==> src/rrx_regs.svh <==
// What this block does
// RULE1 - interrupt return pops stack into program counter
// RULE2 - interrupt return sets global interrupt enable bit
// RULE3 - interrupt return: one word, two cycles
// RULE4 - subroutine return pops stack, two cycles, enable untouched
// RULE5 - literal return loads working register, pops stack
// RULE6 - literal return: one word, two cycles
// RULE7 - rotate left through carry, only carry changes
// RULE8 - file address selects source, destination bit selects target
// RULE9 - rotate: one word, one cycle
// RULE10 - returns leave carry, digit carry, zero alone
`ifndef RRX_REGS_SVH
`define RRX_REGS_SVH

// program counter width, enough for the linear program space
`define RRX_PC_W 15
// working register, literal and file data width
`define RRX_DATA_W 8
// file register address width
`define RRX_FADDR_W 7
// position of the global enable in the interrupt control register
`define RRX_GLB_EN_BIT 7
// reset values
`define RRX_PC_RST 15'h0000
`define RRX_W_RST 8'h00
`define RRX_CARRY_RST 1'b0
`define RRX_GLB_EN_RST 1'b0
// destination select encodings
`define RRX_DEST_W 1'b0
`define RRX_DEST_F 1'b1

`endif

==> src/rrx_pkg.sv <==
`include "rrx_regs.svh"
`default_nettype none

package rrx_pkg;
  // operations this executor understands
  typedef enum logic [1:0] {
    return_from_interrupt_op,
    return_op,
    return_with_literal_op,
    rotate_left_carry_op
  } rrx_op_t;

  // one decoded program word
  typedef struct packed {
    rrx_op_t op;
    logic [`RRX_DATA_W-1:0] literal;
    logic [`RRX_FADDR_W-1:0] file_addr;
    logic dest;
  } rrx_instr_t;

  // write-back request to the file register space
  typedef struct packed {
    logic we;
    logic [`RRX_FADDR_W-1:0] addr;
    logic [`RRX_DATA_W-1:0] data;
  } rrx_fwr_t;

  // execution phase
  typedef enum logic {
    rrx_st_idle,
    rrx_st_second
  } rrx_state_t;
endpackage

`default_nettype wire

==> src/rrx_exec.sv <==
`include "rrx_regs.svh"
`default_nettype none

module rrx_exec (
  input wire logic mclk,
  input wire logic reset_n,
  input wire logic instr_valid,
  input wire rrx_pkg::rrx_instr_t instr,
  output logic instr_ready,
  input wire logic [`RRX_PC_W-1:0] top_of_stack,
  output logic stack_pop,
  output logic [`RRX_FADDR_W-1:0] file_addr,
  input wire logic [`RRX_DATA_W-1:0] file_rdata,
  output rrx_pkg::rrx_fwr_t file_wr,
  input wire logic irq_taken,
  output logic [`RRX_PC_W-1:0] pc,
  output logic [`RRX_DATA_W-1:0] working_reg,
  output logic carry,
  output logic [`RRX_DATA_W-1:0] interrupt_control_reg,
  output logic done
);
  import rrx_pkg::*;

  rrx_state_t state_ff, nxt_state; // execution phase
  logic [`RRX_PC_W-1:0] pc_ff, nxt_pc; // program counter
  logic [`RRX_DATA_W-1:0] w_ff, nxt_w; // working register
  logic carry_ff, nxt_carry; // status carry
  logic glb_en_ff, nxt_glb_en; // global_interrupt_enable
  logic pop_ff, nxt_pop; // one-cycle stack pop strobe
  logic done_ff, nxt_done; // one-cycle completion strobe
  rrx_fwr_t fwr_ff, nxt_fwr; // registered file write-back
  logic fire; // instruction accepted this cycle
  logic [`RRX_DATA_W-1:0] rot; // rotate result

  // only accept in the first phase; the second phase of a return is the refill slot
  assign instr_ready = (state_ff == rrx_st_idle);
  assign fire = instr_valid && instr_ready;
  // read address is combinational so rotate finishes in its own cycle
  assign file_addr = instr.file_addr;
  // old carry enters bit 0, old bit 7 leaves towards carry
  assign rot = {file_rdata[`RRX_DATA_W-2:0], carry_ff}; // see RULE7

  assign pc = pc_ff;
  assign working_reg = w_ff;
  assign carry = carry_ff;
  assign stack_pop = pop_ff;
  assign file_wr = fwr_ff;
  assign done = done_ff;

  // only the enable bit lives here; other control bits read as zero
  always_comb begin
    interrupt_control_reg = '0;
    interrupt_control_reg[`RRX_GLB_EN_BIT] = glb_en_ff; // see RULE2
  end

  // next-state computation for all execution state
  always_comb begin
    nxt_state = state_ff;
    nxt_pc = pc_ff;
    nxt_w = w_ff;
    nxt_carry = carry_ff;
    nxt_glb_en = glb_en_ff;
    nxt_pop = 1'b0;
    nxt_done = 1'b0;
    nxt_fwr = '0;
    // interrupt entry clears the enable; a same-cycle interrupt return sets it again below
    if (irq_taken) begin
      nxt_glb_en = 1'b0;
    end
    case (state_ff)
      rrx_st_idle: begin
        if (fire) begin
          case (instr.op)
            return_from_interrupt_op: begin
              nxt_pc = top_of_stack; // see RULE1
              nxt_pop = 1'b1; // see RULE1
              nxt_glb_en = 1'b1; // see RULE2
              // carry is not assigned on any return, see RULE10
              nxt_state = rrx_st_second; // see RULE3
            end
            return_op: begin
              // enable untouched, flags untouched, see RULE10
              nxt_pc = top_of_stack; // see RULE4
              nxt_pop = 1'b1; // see RULE4
              nxt_state = rrx_st_second; // see RULE4
            end
            return_with_literal_op: begin
              // only w and pc move; status flags stay, see RULE10
              nxt_w = instr.literal; // see RULE5
              nxt_pc = top_of_stack; // see RULE5
              nxt_pop = 1'b1; // see RULE5
              nxt_state = rrx_st_second; // see RULE6
            end
            rotate_left_carry_op: begin
              nxt_carry = file_rdata[`RRX_DATA_W-1]; // see RULE7
              if (instr.dest == `RRX_DEST_W) begin
                nxt_w = rot; // see RULE8
              end else begin
                nxt_fwr = '{we: 1'b1, addr: instr.file_addr, data: rot}; // see RULE8
              end
              nxt_done = 1'b1; // see RULE9
            end
            default: begin
              nxt_state = rrx_st_idle;
            end
          endcase
        end
      end
      rrx_st_second: begin
        // fetched word after a return is discarded, so this cycle does nothing else
        nxt_state = rrx_st_idle; // see RULE3
        nxt_done = 1'b1; // see RULE6
      end
      default: begin
        nxt_state = rrx_st_idle;
      end
    endcase
  end

  // registers only
  always_ff @(posedge mclk or negedge reset_n) begin
    if (!reset_n) begin
      state_ff <= rrx_st_idle;
      pc_ff <= `RRX_PC_RST;
      w_ff <= `RRX_W_RST;
      carry_ff <= `RRX_CARRY_RST;
      glb_en_ff <= `RRX_GLB_EN_RST;
      pop_ff <= 1'b0;
      done_ff <= 1'b0;
      fwr_ff <= '0;
    end else begin
      state_ff <= nxt_state;
      pc_ff <= nxt_pc;
      w_ff <= nxt_w;
      carry_ff <= nxt_carry;
      glb_en_ff <= nxt_glb_en;
      pop_ff <= nxt_pop;
      done_ff <= nxt_done;
      fwr_ff <= nxt_fwr;
    end
  end
endmodule

`default_nettype wire

==> config.mk <==
export PLATFORM = sky130hd
export DESIGN_NAME = rrx_exec
export DESIGN_NICKNAME = d
export VERILOG_FILES = /design/src/rrx_pkg.sv /design/src/rrx_exec.sv
export VERILOG_INCLUDE_DIRS = /design/src
export SDC_FILE = /design/constraint.sdc
export NUM_CORES = 1
export LEC_CHECK = 0
export BUFFER_PORTS_ARGS = -buffer_cell sky130_fd_sc_hd__buf_4
export CORE_AREA = 5 5 68 70
export DETAILED_ROUTE_END_ITERATION = 8
export DIE_AREA = 0 0 73 75
export GPL_TIMING_DRIVEN = 1
export HOLD_SLACK_MARGIN = 0.02
export PLACE_DENSITY = 0.79
export SLEW_MARGIN = 20
export SYNTH_ARGS = -nofsm -noshare
export SYNTH_HDL_FRONTEND = slang
export SYNTH_SLANG_ARGS = --single-unit
==> constraint.sdc <==
create_clock -name mclk -period 2.5 [get_ports mclk]
set_input_delay 0.25 -clock mclk [delete_from_list [all_inputs] [get_ports mclk]]
set_output_delay 0.25 -clock mclk [all_outputs]
set_load 0.1 [all_outputs]
## After elaboration in Yosys (flattened, before gate mapping)

Index checks and enable logic that the tools add are counted.

| word-level totals | value |
|---|---|
| bits in registers | 44 |
| input bits | 45 |
| output and inout port bits | 58 |
| logic and storage cells | 39 |

| cells by class | value |
|---|---|
| reductions and logical operators | 7 |
| eq/ne operators | 4 |
| mux-type cells | 17 |
| bitwise operators | 1 |

Operators by type and width:

| cell | number |
|---|---|
| 16-bit 2-to-1 mux | 4 |
| 8-bit case mux with 2 select lines | 1 |
| 1-bit 2-to-1 mux | 9 |
| 8-bit 2-to-1 mux | 1 |
| 3-bit AND reduction | 2 |
| 2-bit equality test (second input constant) | 2 |
| 1-bit case mux with 2 select lines | 2 |
| 4-bit AND reduction | 1 |
| 3-bit OR reduction | 1 |
| 2-bit by 1-bit equality test with 1-bit output (second input constant) | 1 |
| 2-bit zero test | 1 |
| 2-bit != test (second input constant) | 1 |
| 2-bit nonzero test | 1 |
| 1-bit logical AND | 1 |
| 1-bit NOT | 1 |

## Logic depth before layout (Yosys ltp)

| logic depth | value |
|---|---|
| word-level depth | 5 |
| mapped depth | 4 |
| depth with buffers taken out | 3 |

## Worst setup path before layout

OpenSTA, ideal clock, no wires.

| timing | value |
|---|---|
| kind | reg2reg |
| start | reg, netlist name stack_pop |
| end | reg pc_ff[10], in the netlist pc[10] |
| data required time | 2,374 ps |
| data arrival time | 1,791 ps |
| path buffers | 1 |
| period minus slack after synthesis | 1,917 ps |
| slack | 583 ps |
| cell stages (with the launch flop) | 5 |
| library setup time | 126 ps |
| cell sequence | dfrtp_1 > and2b_1 > nand2_4 > buf_6 > mux2_2 |

RTL lines:

| what | RTL line | text |
|---|---|---|
| end signal: assignment | rrx_exec.sv:124 | `` pc_ff <= `RRX_PC_RST; `` |
| end signal: assignment | rrx_exec.sv:133 | `pc_ff <= nxt_pc;` |
| end: declaration | rrx_exec.sv:25 | `` logic [`RRX_PC_W-1:0] pc_ff, nxt_pc; `` |

==> metrics.cfg <==
[outcome]
status = finished, final reports clean

[timing]
worst_slew_pin_slew_ps = 793
finClkSkew_ps = 5.55
drv_slew = 0
period_share_pct = 60.2
setup_violations = 0
relSlewSlack_pct = 46.8
rsz0062_at_grt = no
final.setup.tns_ps = 0
hold_viol = 0
hold_ws_ps = 143
setup_ws_ps = 995
fmaxAchievable_ghz = 0.665
fin_crit_ps = 1500

[yosys]
synth_warnings = 0
synth_area_mm2 = 0.00177
synth-seq-cells = 43
ys_top_cells_by_area = dfrtp_1 (61%), mux2_2 (15%), buf_4 (6.8%), and2_1 (5.3%), mux2_1 (5.1%)
synth_top_area_cell = dfrtp_1
netlist_instances = 123
synth_cell_type_count = 18
syn_avg_cell_area_um2 = 14.4
yosysTopAreaCellShare_pct = 60.9
seq_area_frac_synth_pct = 60.9

[setup_path]
crit_required_ps = 2730
crit_buf_inv = 0
cpLargestDelayFamily = simple AND/OR/NAND/NOR gates
crit-reg2reg-launch = stack_pop
critPathKind = flip-flop to flip-flop
cp_max_fo = 16
r2r_slack_ps = 1000
cp-startpoint = stack_pop
cp_cell_sequence = nand2b_1 > nor3_2 > and2_1
critPathCaptureType = flip-flop
slowest_stage = nor3_2
arrival_ps = 1740
cp_slowest_stage_delay_ps = 620
start_kind = flip-flop

[pwr]
p_sw_mw = 1.14
power_switching_share_pct = 45.9
leakage_nw = 1.33
comb_power_share_pct = 44.8
power_density_mw_per_mm2 = 973
clkPwrFrac_pct = 22.1
ir_drop_mv = 0.570
seqPwrFrac_pct = 33.1
p_int_mw = 1.35

[clock_tree]
cts_setup_buffers = 0
clkTransAtPathRegs_ps = 80
cts_max_level = 2
cts_buffer_depth = 2
clkSinkCount = 43
insertion_delay_ps = 290
cts_made_buffers = 5
cts_root_buf = clkbuf_8
ctsResizeCount = 0
cts_tree = yes
postCtsHoldBufs = 1

[floorplan]
fp-row-count = 23
die_area_mm2 = 0.00548
die_w_um = 73
design.core.area_mm2 = 0.00391
start_util_pct = 45.1
die_y_um = 75
io_pins = 103

[routing]
via_per_inst = 4.49
first_pass_iters = 4
drc_errors = 0
wl_um = 3960
routedWlPerCell_um = 14.9
drtIter0Drc = 65
route.vias.total = 1195
ant_nets = 0

[layout]
design_area_mm2 = 0.00256
area_growth_pct = 45.0
drive_above_1_share_pct = 60.6
largest_reg_flops = 16
fin_nets = 260
diodes = 0

[global_routing]
grt_max_degree = 44
grt_pass1_vias = 1198
grt_first_pass_wirelength_um = 5890
grt-ovfl-total = 0
track_usage_pct = 14.6
antenna_found_initial = 0

[worst_hold_path]
hold_path_class = primary input to flip-flop
min_from = irq_taken

[placed_design]
place_area_mm2 = 0.00243
portBuffers = 95
place.gp.congestion = 0.722
dp_slack_ps = 993
dp_hpwl_um = 3100

[flow_run]
cap_violations = 0

## through the flow
stage	total power, mW	std cells	utilization (%)
global route	2.57	266	65.4
finish	2.49	266	65.4
detailed placement	1.96	257	62.1
floorplan	1.71	129	-
global placement	1.95	257	62.1
CTS	2.52	266	65.4
## cell type report
| class | count | area, um2 |
|---|---|---|
| well taps | 50 | 62.6 |
| multi-input cells | 65 | 566 |
| fillers | 342 | 1350 |
| repair buffers | 96 | 723 |
| clock buffers | 6 | 82.6 |
| inverters | 4 | 15.0 |
| clock inverters | 2 | 35.0 |
| flip-flops and latches | 43 | 1080 |
## worst paths after layout
| check | endpoint | cells past startpoint |
|---|---|---|
| min in group asynchronous | pc[8] | 2 |
| worst min register to register | pc[12] | 1 |
| worst max register to register | file_wr[4] | 3 |
| max in group asynchronous | working_reg[2] | 2 |
| worst max-delay path | file_wr[4] | 3 |
| worst min-delay path | glb_en_ff | 2 |
## cell usage after synthesis
library cell,n
o32ai_1,1
nand2_4,2
mux2_4,1
conb_1,1
mux2_1,8
mux2_2,23
nand3_2,1
nand3_1,1
buf_6,1
buf_4,16
dfrtp_1,43
nand2_1,2
nand2b_1,1
nor3_2,1
nor2_1,1
inv_1,4
and2b_1,1
and2_1,15
## metal layers
metal | GRT usage [%] | wire, um | vias up
li1 | - | - | 568
met1 | 16.4 | 1420 | 569
met2 | 25.8 | 2160 | 52
met3 | 4.01 | 317 | 6
met4 | 6.76 | 70 | 0
met5 | 0 | 0 | -
## cells in the final DEF (no fill, tap or decap), types with 2 or more instances in the layout
cell type | synthesis | routed
mux2_2 | 23 | 23
mux2_1 | 8 | 8
dfrtp_1 | 43 | 43
inv_1 | 4 | 4
nand2_1 | 2 | 2
buf_4 | 16 | 95
nand2_4 | 2 | 2
and2_1 | 15 | 15
clkbuf_8 | 0 | 6
conb_1 | 1 | 7
## logic make-up after synthesis
kind of cell	synth area share, %
other	0.212
AND/OR/NAND/NOR	9.43
buffers and inverters	8.29
multiplexers	20.6
AO/OA/AOI/OAI	0.496
flip-flops	60.9
## power groups by stage
| stage | registers (mW) | clock network (mW) | logic, mW |
|---|---|---|---|
| 4_1_cts | 0.826 | 0.570 | 1.12 |
| 5_1_grt | 0.837 | 0.591 | 1.15 |
| 3_3_place_gp | 0.835 | 0 | 1.12 |
| 6_report | 0.825 | 0.549 | 1.12 |
| 3_5_place_dp | 0.839 | 0 | 1.12 |
| 2_1_floorplan | 1.47 | 0 | 0.240 |
(Power assumes the default switching activity.)
